File: config.mk
export PLATFORM = sky130hd
export DESIGN_NAME = scd_datapath
export DESIGN_NICKNAME = d
export VERILOG_FILES = /design/src/verilog/scd_pkg.sv /design/src/verilog/scd_fx_scale.sv /design/src/verilog/scd_datapath.sv
export SDC_FILE = /design/constraint.sdc
export NUM_CORES = 2
export LEC_CHECK = 0
export BUFFER_PORTS_ARGS = -buffer_cell sky130_fd_sc_hd__buf_2
export CAP_MARGIN = 20
export CORE_MARGIN = 5
export CORE_UTILIZATION = 65
export DETAILED_ROUTE_END_ITERATION = 6
export MAX_ROUTING_LAYER = met4
export PLACE_DENSITY = 0.93
export REMOVE_ABC_BUFFERS = 1
export SLEW_MARGIN = 15
export SYNTH_ARGS = -nofsm -noshare
export SYNTH_HDL_FRONTEND = slang
export SYNTH_SLANG_ARGS = --single-unit
export TNS_END_PERCENT = 1
File: constraint.sdc
create_clock -name sys_clk -period 54.1 [get_ports sys_clk]
set_clock_uncertainty 0.15 [all_clocks]
set_input_delay 16.23 -clock sys_clk [delete_from_list [all_inputs] [get_ports sys_clk]]
set_output_delay 16.23 -clock sys_clk [all_outputs]
set_load 0.02 [all_outputs]
File: src/verilog/scd_pkg.sv
// constants, register map and reset values of the sensor compensation datapath
// assumes a single 20 MHz clock and a synchronous active-high reset
// What this block does
// RULE_01: three 8-bit thresholds against source top bits
// RULE_02: rising past first threshold gives 0,1
// RULE_03: rising past second threshold gives 1,0
// RULE_04: rising past third threshold gives 1,1
// RULE_05: steering never active together with alarm mode
// RULE_06: source selectable from four internal points
// RULE_07: filtered temperature 10-bit, right-aligned, bytes 58/59
// RULE_08: signal before linearization 46/47, after 60/61
// RULE_09: analog mode stores digitized gain amplifier output
// RULE_10: four temperature gaps spanning zero to 1023
// RULE_11: three temperature breakpoints select the gap
// RULE_12: gain code is coarse times compensated gain
// RULE_13: first gap uses breakpoint minus temperature
// RULE_14: coefficients 12-bit sign-magnitude, ten fraction bits
// RULE_15: offset adds full spans of earlier gaps
// RULE_16: five signal gaps, first-order around breakpoint
// RULE_17: linearization breakpoints are 10-bit values
// RULE_18: coefficient 1024 leaves output equal to input
// RULE_19: linearization correction accumulates over earlier gaps
// RULE_20: sample and code paths are 10 bits
// RULE_21: codes clamped to 0..1023
package scd_pkg;
    // ==========================================================
    // widths
    localparam int DATA_W = 10; // RULE_20
    localparam int THR_W = 8; // RULE_01
    localparam int COEF_W = 12; // RULE_14
    localparam int FRAC_W = 10; // RULE_14
    localparam int ADDR_W = 8;
    localparam int BUS_W = 16;
    localparam int N_TGAP = 4; // RULE_10
    localparam int N_LGAP = 5; // RULE_16
    localparam logic [9:0] CODE_MAX = 10'h3FF; // RULE_21
    // ==========================================================
    // register offsets
    localparam logic [7:0] OFS_CONFIG = 8'h00;
    localparam logic [7:0] OFS_LEVEL = 8'h01;
    localparam logic [7:0] OFS_COARSE = 8'h04;
    localparam logic [7:0] OFS_GAIN = 8'h05;
    localparam logic [7:0] OFS_OFFSET = 8'h06;
    localparam logic [7:0] OFS_TBREAK = 8'h08;
    localparam logic [7:0] OFS_GAIN_TEMP_COEFF = 8'h10;
    localparam logic [7:0] OFS_OFFSET_TEMP_COEFF = 8'h14;
    localparam logic [7:0] OFS_LCOEF = 8'h18;
    localparam logic [7:0] OFS_LBREAK = 8'h20;
    localparam logic [7:0] OFS_SIG_IN = 8'h2E; // RULE_08
    localparam logic [7:0] OFS_TEMP = 8'h3A; // RULE_07
    localparam logic [7:0] OFS_SIG_OUT = 8'h3C; // RULE_08
    localparam logic [7:0] OFS_GAIN_DAC = 8'h40;
    localparam logic [7:0] OFS_OFS_DAC = 8'h42;
    localparam logic [7:0] OFS_STATUS = 8'h44;
    // ==========================================================
    // config fields
    localparam int CFG_STEER = 0;
    localparam int CFG_ALARM = 1;
    localparam int CFG_SRC = 2;
    localparam int CFG_ANALOG = 4;
    // ==========================================================
    // reset values
    localparam logic [4:0] RST_CONFIG = 5'h00;
    localparam logic [7:0] RST_LEVEL = 8'hFF;
    localparam logic [2:0] RST_COARSE = 3'h1;
    localparam logic [9:0] RST_GAIN = 10'h000;
    localparam logic [9:0] RST_OFFSET = 10'h000;
    localparam logic [9:0] RST_TBREAK = 10'h3FF;
    localparam logic [11:0] RST_TCOEF = 12'h000;
    localparam logic [11:0] RST_LCOEF = 12'h400; // RULE_18
    localparam logic [9:0] RST_LBREAK = 10'h3FF;
    localparam logic [9:0] RST_LBREAK_FIRST = 10'h000;
endpackage : scd_pkg

File: src/verilog/scd_fx_scale.sv
// sign-magnitude coefficient times signed difference, scaled by the fraction bits
// assumes differences within -1023..1023
`timescale 1ns/100ps
`default_nettype none
module scd_fx_scale (
    input wire logic [scd_pkg::COEF_W-1:0] coef,
    input wire logic signed [10:0] delta,
    output logic signed [13:0] prod
);
    import scd_pkg::*;
    logic [10:0] mag_d;
    logic [21:0] full;
    logic [11:0] q;
    logic neg;
    // ==========================================================
    // magnitude product, truncated toward zero
    assign mag_d = delta[10] ? 11'(-delta) : 11'(delta);
    assign full = coef[COEF_W-2:0] * mag_d; // RULE_14
    assign q = full[21:FRAC_W];
    assign neg = coef[COEF_W-1] ^ delta[10]; // RULE_14
    assign prod = neg ? -$signed({2'b00, q}) : $signed({2'b00, q});
endmodule : scd_fx_scale
`default_nettype wire

File: src/verilog/scd_datapath.sv
// level steering, temperature compensation and signal linearization
// assumes samples come from logic on sys_clk; plain register port
//
// The implementer's own choice: the plain strobed port.
`timescale 1ns/100ps
`default_nettype none
module scd_datapath (
    input wire logic sys_clk,
    input wire logic rst,
    input wire logic [scd_pkg::ADDR_W-1:0] reg_addr,
    input wire logic [scd_pkg::BUS_W-1:0] reg_wdata,
    input wire logic reg_wr,
    input wire logic reg_rd,
    output logic [scd_pkg::BUS_W-1:0] reg_rdata,
    input wire logic [scd_pkg::DATA_W-1:0] input_amp_out,
    input wire logic [scd_pkg::DATA_W-1:0] gain_amp_out,
    input wire logic [scd_pkg::DATA_W-1:0] temp_amp_out,
    input wire logic [scd_pkg::DATA_W-1:0] voltage_output_node,
    input wire logic [scd_pkg::DATA_W-1:0] signal_adc,
    input wire logic [scd_pkg::DATA_W-1:0] temp_filtered,
    output logic steer_pin_high,
    output logic steer_pin_low,
    output logic steer_oe,
    output logic [scd_pkg::DATA_W-1:0] gain_dac_code,
    output logic [scd_pkg::DATA_W-1:0] offset_dac_code,
    output logic [scd_pkg::DATA_W-1:0] lin_out_code
);
    import scd_pkg::*;
    // ==========================================================
    // register storage
    logic [4:0] config_reg;
    logic [7:0] level_thr [0:2];
    logic [2:0] coarse_gain;
    logic [9:0] fine_gain;
    logic [9:0] fine_offset;
    logic [9:0] temp_break [0:2];
    logic [11:0] gain_temp_coeff [0:3];
    logic [11:0] offset_temp_coeff [0:3];
    logic [11:0] lin_coeff [0:4];
    logic [9:0] lin_breakpoint [0:4];
    logic [9:0] signal_input_sample;
    logic [9:0] filtered_temperature;
    logic steer_on;
    logic [7:0] src8;
    logic [1:0] next_level;
    logic [1:0] tgap;
    logic [2:0] lgap;
    logic signed [10:0] sc_del [0:8];
    logic [11:0] sc_coef [0:8];
    logic signed [13:0] sc_out [0:8];
    logic signed [17:0] gain_sum;
    logic signed [15:0] ofs_sum;
    logic signed [15:0] lin_sum;
    function automatic logic [9:0] clamp10(input logic signed [17:0] v);
        if (v < 0) begin
            return 10'h000;
        end else if (v > 18'sd1023) begin
            return CODE_MAX;
        end else begin
            return v[9:0];
        end
    endfunction : clamp10
    function automatic logic signed [10:0] sdiff(input logic [9:0] a, input logic [9:0] b);
        return $signed({1'b0, a}) - $signed({1'b0, b});
    endfunction : sdiff
    // ==========================================================
    // register writes
    always_ff @(posedge sys_clk) begin
        if (rst) begin
            config_reg <= RST_CONFIG;
            coarse_gain <= RST_COARSE;
            fine_gain <= RST_GAIN;
            fine_offset <= RST_OFFSET;
            for (int i = 0; i < 3; i++) begin
                level_thr[i] <= RST_LEVEL;
                temp_break[i] <= RST_TBREAK;
            end
            for (int i = 0; i < N_TGAP; i++) begin
                gain_temp_coeff[i] <= RST_TCOEF;
                offset_temp_coeff[i] <= RST_TCOEF;
            end
            for (int i = 0; i < N_LGAP; i++) begin
                lin_coeff[i] <= RST_LCOEF;
                lin_breakpoint[i] <= (i == 0) ? RST_LBREAK_FIRST : RST_LBREAK;
            end
        end else if (reg_wr) begin
            if (reg_addr == OFS_CONFIG) begin
                config_reg <= reg_wdata[4:0];
            end
            if (reg_addr == OFS_COARSE) begin
                coarse_gain <= reg_wdata[2:0];
            end
            if (reg_addr == OFS_GAIN) begin
                fine_gain <= reg_wdata[9:0];
            end
            if (reg_addr == OFS_OFFSET) begin
                fine_offset <= reg_wdata[9:0];
            end
            for (int i = 0; i < 3; i++) begin
                if (reg_addr == OFS_LEVEL + 8'(i)) begin
                    level_thr[i] <= reg_wdata[7:0]; // RULE_01
                end
                if (reg_addr == OFS_TBREAK + 8'(i)) begin
                    temp_break[i] <= reg_wdata[9:0]; // RULE_11
                end
            end
            for (int i = 0; i < N_TGAP; i++) begin
                if (reg_addr == OFS_GAIN_TEMP_COEFF + 8'(i)) begin
                    gain_temp_coeff[i] <= reg_wdata[11:0];
                end
                if (reg_addr == OFS_OFFSET_TEMP_COEFF + 8'(i)) begin
                    offset_temp_coeff[i] <= reg_wdata[11:0];
                end
            end
            for (int i = 0; i < N_LGAP; i++) begin
                if (reg_addr == OFS_LCOEF + 8'(i)) begin
                    lin_coeff[i] <= reg_wdata[11:0];
                end
                if (reg_addr == OFS_LBREAK + 8'(i)) begin
                    lin_breakpoint[i] <= reg_wdata[9:0]; // RULE_17
                end
            end
        end
    end
    // ==========================================================
    // register reads, data one cycle after the strobe
    always_ff @(posedge sys_clk) begin
        if (rst) begin
            reg_rdata <= 16'h0000;
        end else if (reg_rd) begin
            reg_rdata <= 16'h0000;
            case (reg_addr)
                OFS_CONFIG: reg_rdata <= {11'h000, config_reg};
                OFS_COARSE: reg_rdata <= {13'h0000, coarse_gain};
                OFS_GAIN: reg_rdata <= {6'h00, fine_gain};
                OFS_OFFSET: reg_rdata <= {6'h00, fine_offset};
                OFS_SIG_IN: reg_rdata <= {6'h00, signal_input_sample}; // RULE_08
                OFS_TEMP: reg_rdata <= {6'h00, filtered_temperature}; // RULE_07
                OFS_SIG_OUT: reg_rdata <= {6'h00, lin_out_code}; // RULE_08
                OFS_GAIN_DAC: reg_rdata <= {6'h00, gain_dac_code};
                OFS_OFS_DAC: reg_rdata <= {6'h00, offset_dac_code};
                OFS_STATUS: reg_rdata <= {11'h000, lgap, tgap};
                default: begin
                    for (int i = 0; i < 3; i++) begin
                        if (reg_addr == OFS_LEVEL + 8'(i)) reg_rdata <= {8'h00, level_thr[i]};
                        if (reg_addr == OFS_TBREAK + 8'(i)) reg_rdata <= {6'h00, temp_break[i]};
                    end
                    for (int i = 0; i < N_TGAP; i++) begin
                        if (reg_addr == OFS_GAIN_TEMP_COEFF + 8'(i)) reg_rdata <= {4'h0, gain_temp_coeff[i]};
                        if (reg_addr == OFS_OFFSET_TEMP_COEFF + 8'(i)) reg_rdata <= {4'h0, offset_temp_coeff[i]};
                    end
                    for (int i = 0; i < N_LGAP; i++) begin
                        if (reg_addr == OFS_LCOEF + 8'(i)) reg_rdata <= {4'h0, lin_coeff[i]};
                        if (reg_addr == OFS_LBREAK + 8'(i)) reg_rdata <= {6'h00, lin_breakpoint[i]};
                    end
                end
            endcase
        end
    end
    // ==========================================================
    // sample capture
    always_ff @(posedge sys_clk) begin
        if (rst) begin
            signal_input_sample <= 10'h000;
            filtered_temperature <= 10'h000;
        end else begin
            signal_input_sample <= config_reg[CFG_ANALOG] ? gain_amp_out : signal_adc; // RULE_09
            filtered_temperature <= temp_filtered; // RULE_07
        end
    end
    // ==========================================================
    // level steering
    assign steer_on = config_reg[CFG_STEER] && !config_reg[CFG_ALARM]; // RULE_05
    always_comb begin
        case (config_reg[CFG_SRC+:2]) // RULE_06
            2'h0: src8 = input_amp_out[9:2];
            2'h1: src8 = gain_amp_out[9:2];
            2'h2: src8 = temp_amp_out[9:2];
            default: src8 = voltage_output_node[9:2];
        endcase
        if (src8 >= level_thr[2]) begin
            next_level = 2'h3; // RULE_04
        end else if (src8 >= level_thr[1]) begin
            next_level = 2'h2; // RULE_03
        end else if (src8 >= level_thr[0]) begin
            next_level = 2'h1; // RULE_02
        end else begin
            next_level = 2'h0; // RULE_02
        end
    end
    always_ff @(posedge sys_clk) begin
        if (rst || !steer_on) begin
            steer_pin_high <= 1'b0;
            steer_pin_low <= 1'b0;
            steer_oe <= 1'b0;
        end else begin
            steer_pin_high <= next_level[1]; // RULE_01
            steer_pin_low <= next_level[0]; // RULE_01
            steer_oe <= 1'b1; // RULE_05
        end
    end
    // ==========================================================
    // gap selection
    always_comb begin
        if (filtered_temperature < temp_break[0]) begin
            tgap = 2'd0; // RULE_11
        end else if (filtered_temperature < temp_break[1]) begin
            tgap = 2'd1;
        end else if (filtered_temperature < temp_break[2]) begin
            tgap = 2'd2;
        end else begin
            tgap = 2'd3; // RULE_10
        end
        if (signal_input_sample < lin_breakpoint[1]) begin
            lgap = 3'd0; // RULE_16
        end else if (signal_input_sample < lin_breakpoint[2]) begin
            lgap = 3'd1;
        end else if (signal_input_sample < lin_breakpoint[3]) begin
            lgap = 3'd2;
        end else if (signal_input_sample < lin_breakpoint[4]) begin
            lgap = 3'd3;
        end else begin
            lgap = 3'd4;
        end
    end
    // ==========================================================
    // scaling terms: 0 gain, 1 offset, 2-3 offset spans, 4 lin, 5-8 lin spans
    always_comb begin
        if (tgap == 2'd0) begin
            sc_del[0] = sdiff(temp_break[0], filtered_temperature); // RULE_13
        end else begin
            sc_del[0] = sdiff(filtered_temperature, temp_break[tgap - 2'd1]); // RULE_13
        end
        sc_coef[0] = gain_temp_coeff[tgap];
        sc_del[1] = sc_del[0];
        sc_coef[1] = offset_temp_coeff[tgap];
        sc_del[2] = sdiff(temp_break[1], temp_break[0]); // RULE_15
        sc_coef[2] = offset_temp_coeff[1];
        sc_del[3] = sdiff(temp_break[2], temp_break[1]); // RULE_15
        sc_coef[3] = offset_temp_coeff[2];
        sc_del[4] = sdiff(signal_input_sample, lin_breakpoint[lgap]); // RULE_16
        sc_coef[4] = lin_coeff[lgap];
        for (int k = 0; k < 4; k++) begin
            sc_del[5+k] = sdiff(lin_breakpoint[k+1], lin_breakpoint[k]); // RULE_19
            sc_coef[5+k] = lin_coeff[k];
        end
    end
    genvar g;
    generate
        for (g = 0; g < 9; g++) begin : g_scale
            scd_fx_scale u_scale (
                .coef(sc_coef[g]),
                .delta(sc_del[g]),
                .prod(sc_out[g])
            );
        end
    endgenerate
    // ==========================================================
    // sums
    always_comb begin
        gain_sum = 18'($signed({1'b0, coarse_gain}) *
            ($signed({6'h00, fine_gain}) + 16'(sc_out[0]))); // RULE_12
        ofs_sum = $signed({6'h00, fine_offset}) + 16'(sc_out[1]); // RULE_15
        if (tgap >= 2'd2) ofs_sum = ofs_sum + 16'(sc_out[2]);
        if (tgap == 2'd3) ofs_sum = ofs_sum + 16'(sc_out[3]);
        lin_sum = $signed({6'h00, lin_breakpoint[0]}) + 16'(sc_out[4]); // RULE_18
        for (int k = 0; k < 4; k++) begin
            if (3'(k) < lgap) lin_sum = lin_sum + 16'(sc_out[5+k]); // RULE_19
        end
    end
    // ==========================================================
    // converter codes
    always_ff @(posedge sys_clk) begin
        if (rst) begin
            gain_dac_code <= 10'h000;
            offset_dac_code <= 10'h000;
            lin_out_code <= 10'h000;
        end else begin
            gain_dac_code <= clamp10(gain_sum); // RULE_21
            offset_dac_code <= clamp10(18'(ofs_sum)); // RULE_21
            if (config_reg[CFG_ANALOG]) begin
                lin_out_code <= signal_input_sample; // RULE_09
            end else begin
                lin_out_code <= clamp10(18'(lin_sum)); // RULE_21
            end
        end
    end
    // ==========================================================
    // assertions
    property p_lvl_zero;
        @(posedge sys_clk) disable iff (rst)
        (steer_on && src8 < level_thr[0]) |=> {steer_pin_high, steer_pin_low} == 2'b00;
    endproperty
    a_lvl_zero: assert property (p_lvl_zero) else $error("level not 00"); // RULE_02
    property p_lvl_two;
        @(posedge sys_clk) disable iff (rst)
        (steer_on && src8 >= level_thr[1] && src8 < level_thr[2])
            |=> {steer_pin_high, steer_pin_low} == 2'b10;
    endproperty
    a_lvl_two: assert property (p_lvl_two) else $error("level not 10"); // RULE_03
    property p_lvl_three;
        @(posedge sys_clk) disable iff (rst)
        (steer_on && src8 >= level_thr[2]) |=> {steer_pin_high, steer_pin_low} == 2'b11;
    endproperty
    a_lvl_three: assert property (p_lvl_three) else $error("level not 11"); // RULE_04
    property p_alarm_excl;
        @(posedge sys_clk) disable iff (rst)
        config_reg[CFG_ALARM] |=> !steer_oe && !steer_pin_high && !steer_pin_low;
    endproperty
    a_alarm_excl: assert property (p_alarm_excl) else $error("steering with alarm"); // RULE_05
    property p_analog_in;
        @(posedge sys_clk) disable iff (rst)
        config_reg[CFG_ANALOG] |=> signal_input_sample == $past(gain_amp_out);
    endproperty
    a_analog_in: assert property (p_analog_in) else $error("analog sample wrong"); // RULE_09
    property p_temp_read;
        @(posedge sys_clk) disable iff (rst)
        (reg_rd && reg_addr == OFS_TEMP) |=> reg_rdata == {6'h00, $past(filtered_temperature)};
    endproperty
    a_temp_read: assert property (p_temp_read) else $error("temperature read wrong"); // RULE_07
    property p_tgap_first;
        @(posedge sys_clk) disable iff (rst)
        (filtered_temperature < temp_break[0]) |-> tgap == 2'd0 && !sc_del[0][10];
    endproperty
    a_tgap_first: assert property (p_tgap_first) else $error("first gap wrong"); // RULE_13
    property p_gain_clamp;
        @(posedge sys_clk) disable iff (rst)
        (gain_sum < 0) |=> gain_dac_code == 10'h000;
    endproperty
    a_gain_clamp: assert property (p_gain_clamp) else $error("gain not clamped"); // RULE_21
    property p_unity;
        @(posedge sys_clk) disable iff (rst)
        (!config_reg[CFG_ANALOG] && lin_coeff[0] == RST_LCOEF && lin_breakpoint[0] == 10'h000
            && lgap == 3'd0) |=> lin_out_code == $past(signal_input_sample);
    endproperty
    a_unity: assert property (p_unity) else $error("unity gain not identity"); // RULE_18
    c_steer_top: cover property (@(posedge sys_clk) disable iff (rst) steer_oe && steer_pin_high
        && steer_pin_low);
    c_tgap_last: cover property (@(posedge sys_clk) disable iff (rst) tgap == 2'd3);
    c_lgap_last: cover property (@(posedge sys_clk) disable iff (rst) lgap == 3'd4);
endmodule : scd_datapath
`default_nettype wire

==> results.sh <==
export IMPL_async_flop_share_pct=0
export IMPL_cts_hold_buf=0
export IMPL_hold_depth=2
export IMPL_whs_endpoint="reg_rdata[9]"
export IMPL_worst_r2r_endpoint="lin_out_code[9]"
export IMPL_busiest_layer="met2"
export IMPL_multi_input_area_sq_um=54000
export IMPL_synth_warnings=0
export IMPL_final_cell_mix="inv_1, nand2_1, ha_1, fa_1, nor2_1"
export IMPL_synthFlopType="edfxtp_1"
export IMPL_antenna_left=0
export IMPL_grt_overflow=0
export IMPL_die_y_um=337
export IMPL_synth_edff_count=260
export IMPL_met2_usage_pct=63.6
export IMPL_reg2reg_from="signal_input_sample[1]"
export IMPL_syn_cell_area_sq_um=69600
export IMPL_drive_gt1_share_pct=5.42
export IMPL_cp_start_kind="register"
export IMPL_hold_violations=0
export IMPL_root_buffer="clkbuf_16"
export IMPL_wire_per_inst_um=23.6
export IMPL_track_usage_pct=41.0
export IMPL_synth_cell_types=111
export IMPL_setup_viol=0
export IMPL_synth_seq_cells=353
export IMPL_syn2layout_area_growth_pct=4.97
export IMPL_drt_first_iter_violations=7312
export IMPL_end_kind="register"
export IMPL_drtPass1Iterations=7
export IMPL_fillers=8045
export IMPL_post_cts_buffers=0
export IMPL_core_area_sq_um=107000
export IMPL_fmax_mhz=45.2
export IMPL_postCtsResizedCells=0
export IMPL_rsz0062_at_grt="no"
export IMPL_netlist_instances=8293
export IMPL_worstSetupPathType="reg2reg"
export IMPL_finalSetupTns_ps=0
export IMPL_outcome="finished with violations"
export IMPL_numCtsBuffers=38
export IMPL_io_pins=137
export IMPL_syn_avg_cell_area_sq_um=8.39
export IMPL_clk_latency_ps=600
export IMPL_cts_tree="built"
export IMPL_r2r_cells=73
export IMPL_grt_pass1_vias=64100
export IMPL_critPathMaxStageDelay_ps=860
export IMPL_crit_fanout=53
export IMPL_cts_sinks=353
export IMPL_ff_latch_area_sq_um=9670
export IMPL_antenna_found_initial=22
export IMPL_hold_class="reg2reg"
export IMPL_io_buffers=122
export IMPL_reg_top3="lin_coeff: 60 flops, lin_breakpoint: 50 flops"
export IMPL_die_width_um=337
export IMPL_rrSetupSlack_ps=31980
export IMPL_fin_crit_sh_pct=40.9
export IMPL_crit_slowest_cell="nor2_1"
export IMPL_worstHoldStart="reg_rdata[9]"
export IMPL_slew_headroom_pct=11.2
export IMPL_worstPathRequired_ps=54450
export IMPL_drc=28
export IMPL_clockBufferDepth=3
export IMPL_vias=62900
export IMPL_place_gp_congestion=1.09
export IMPL_grtUsageMet3_pct=11.8
export IMPL_grt_pass1_wl_um=352000
export IMPL_grt_max_degree=98
export IMPL_viasPerCell=6.48
export IMPL_top_register="lin_coeff"
export IMPL_dp_hpwl_um=183000
export IMPL_cp_common_cell="nor2_1"
export IMPL_clk_pin_slew_worst_paths_ps=90
export IMPL_worstPathArrival_ps=22470
export IMPL_final_common_cell="inv_1"
export IMPL_largest_reg_flops=60
export IMPL_initial_core_util_pct=65.2
export IMPL_violations="design-rule violations"
export IMPL_dieArea_sq_um=114000
export IMPL_wl_um=229000
export IMPL_rows=120
export IMPL_fin_nets=9922
export IMPL_slew_viol_final=0
export IMPL_h_tree_depth=2
export IMPL_yosysSeqAreaShare_pct=13.9
export IMPL_fin_crit_ps=22120
export IMPL_grtUsageMet1_pct=45.9
export IMPL_worst_slew_pin_transition_ps=1320
export IMPL_max_cap_viol_count=0
[Yosys cell counts, types with 49 or more instances]
library cell,instances,share of area (%)
a211oi_1,49,0.53
nand2b_1,194,1.7
xor2_1,165,2.1
nand3_1,128,0.92
nor3_1,104,0.75
nand2_1,974,5.3
xnor2_1,284,3.6
o21ai_0,236,1.7
mux2i_1,86,1.2
inv_1,1212,6.5
a22oi_1,70,0.76
a21o_1,143,1.5
nor2b_1,252,2.3
clkbuf_1,330,1.8
nor2_1,530,2.9
and2_1,236,2.1
dfxtp_1,93,2.7
o21bai_1,57,0.62
fa_1,744,21
a31oi_1,57,0.51
ha_1,853,15
and3_1,133,1.2
a21oi_1,377,2.7
edfxtp_1,260,11
[stage by stage]
step / setup WS, ps / cell area, sq um / std cells / utilization [%] / hold slack [ps]
detailed placement: 32410 / 71600 / 9596 / 67.1 / 320
global route: 30980 / 73000 / 9689 / 68.4 / 379
global placement: 32950 / 71600 / 9595 / 67.1 / 316
floorplan: 34280 / 68200 / 7938 / - / 293
CTS: 32290 / 72900 / 9666 / 68.3 / 333
finish: 31980 / 73000 / 9700 / 68.4 / 340
[area by class of cell]
cell class | instances | share of cell area [%]
multi-input combinational | 6373 | 74.0
tap | 1403 | 2.40
antenna | 30 | 0.103
sequential | 353 | 13.2
clock buffer | 48 | 1.45
inverter | 1212 | 6.23
clock inverter | 22 | 0.346
timing repair buffer | 259 | 2.25
[how the worst max path moves through the flow]
stage	slack, ps	cells after the start	start	end
floorplan	34280	4	rst	lin_breakpoint[1][0]
global placement	32950	77	lin_breakpoint[1][1]	lin_out_code[7]
detailed placement	32410	77	lin_breakpoint[1][1]	lin_out_code[9]
CTS	32290	77	lin_breakpoint[1][1]	lin_out_code[7]
global route	30980	80	lin_breakpoint[1][1]	lin_out_code[7]
finish	31980	73	signal_input_sample[1]	lin_out_code[9]
[cells by family (layout without fill, tap and decap cells)]
| group | count (synthesis) | in the layout | share of synthesized area, % |
|---|---|---|---|
| xor gates and xnor gates | 450 | 450 | 5.68 |
| and+or+nand+nor | 2794 | 2794 | 19.6 |
| AOI/OAI and AO/OA | 1416 | 1416 | 13.8 |
| other | 1 | 34 | 0.00539 |
| DFF | 353 | 353 | 13.9 |
| adders and majority gates | 1599 | 1599 | 36.8 |
| buffers and inverters | 1570 | 1541 | 8.53 |
| muxes | 110 | 110 | 1.76 |
[worst max-delay path: cells and delay by family (launching register included)]
family,cells,cell delay (ps)
compound gates,24,6470
xor+xnor,8,2240
fa+ha+maj,13,5100
buf+inv,5,930
flops,1,850
simple gates,23,6190
[layer usage]
metal,vias up,wire [um]
met5,-,0
met4,0,20400
met3,1290,29100
met2,4104,102000
met1,30000,77700
li1,27500,-
Power is left out: the tool's default activity adds up to more than one toggle a clock period on the data nets, which glitch-free logic cannot reach.
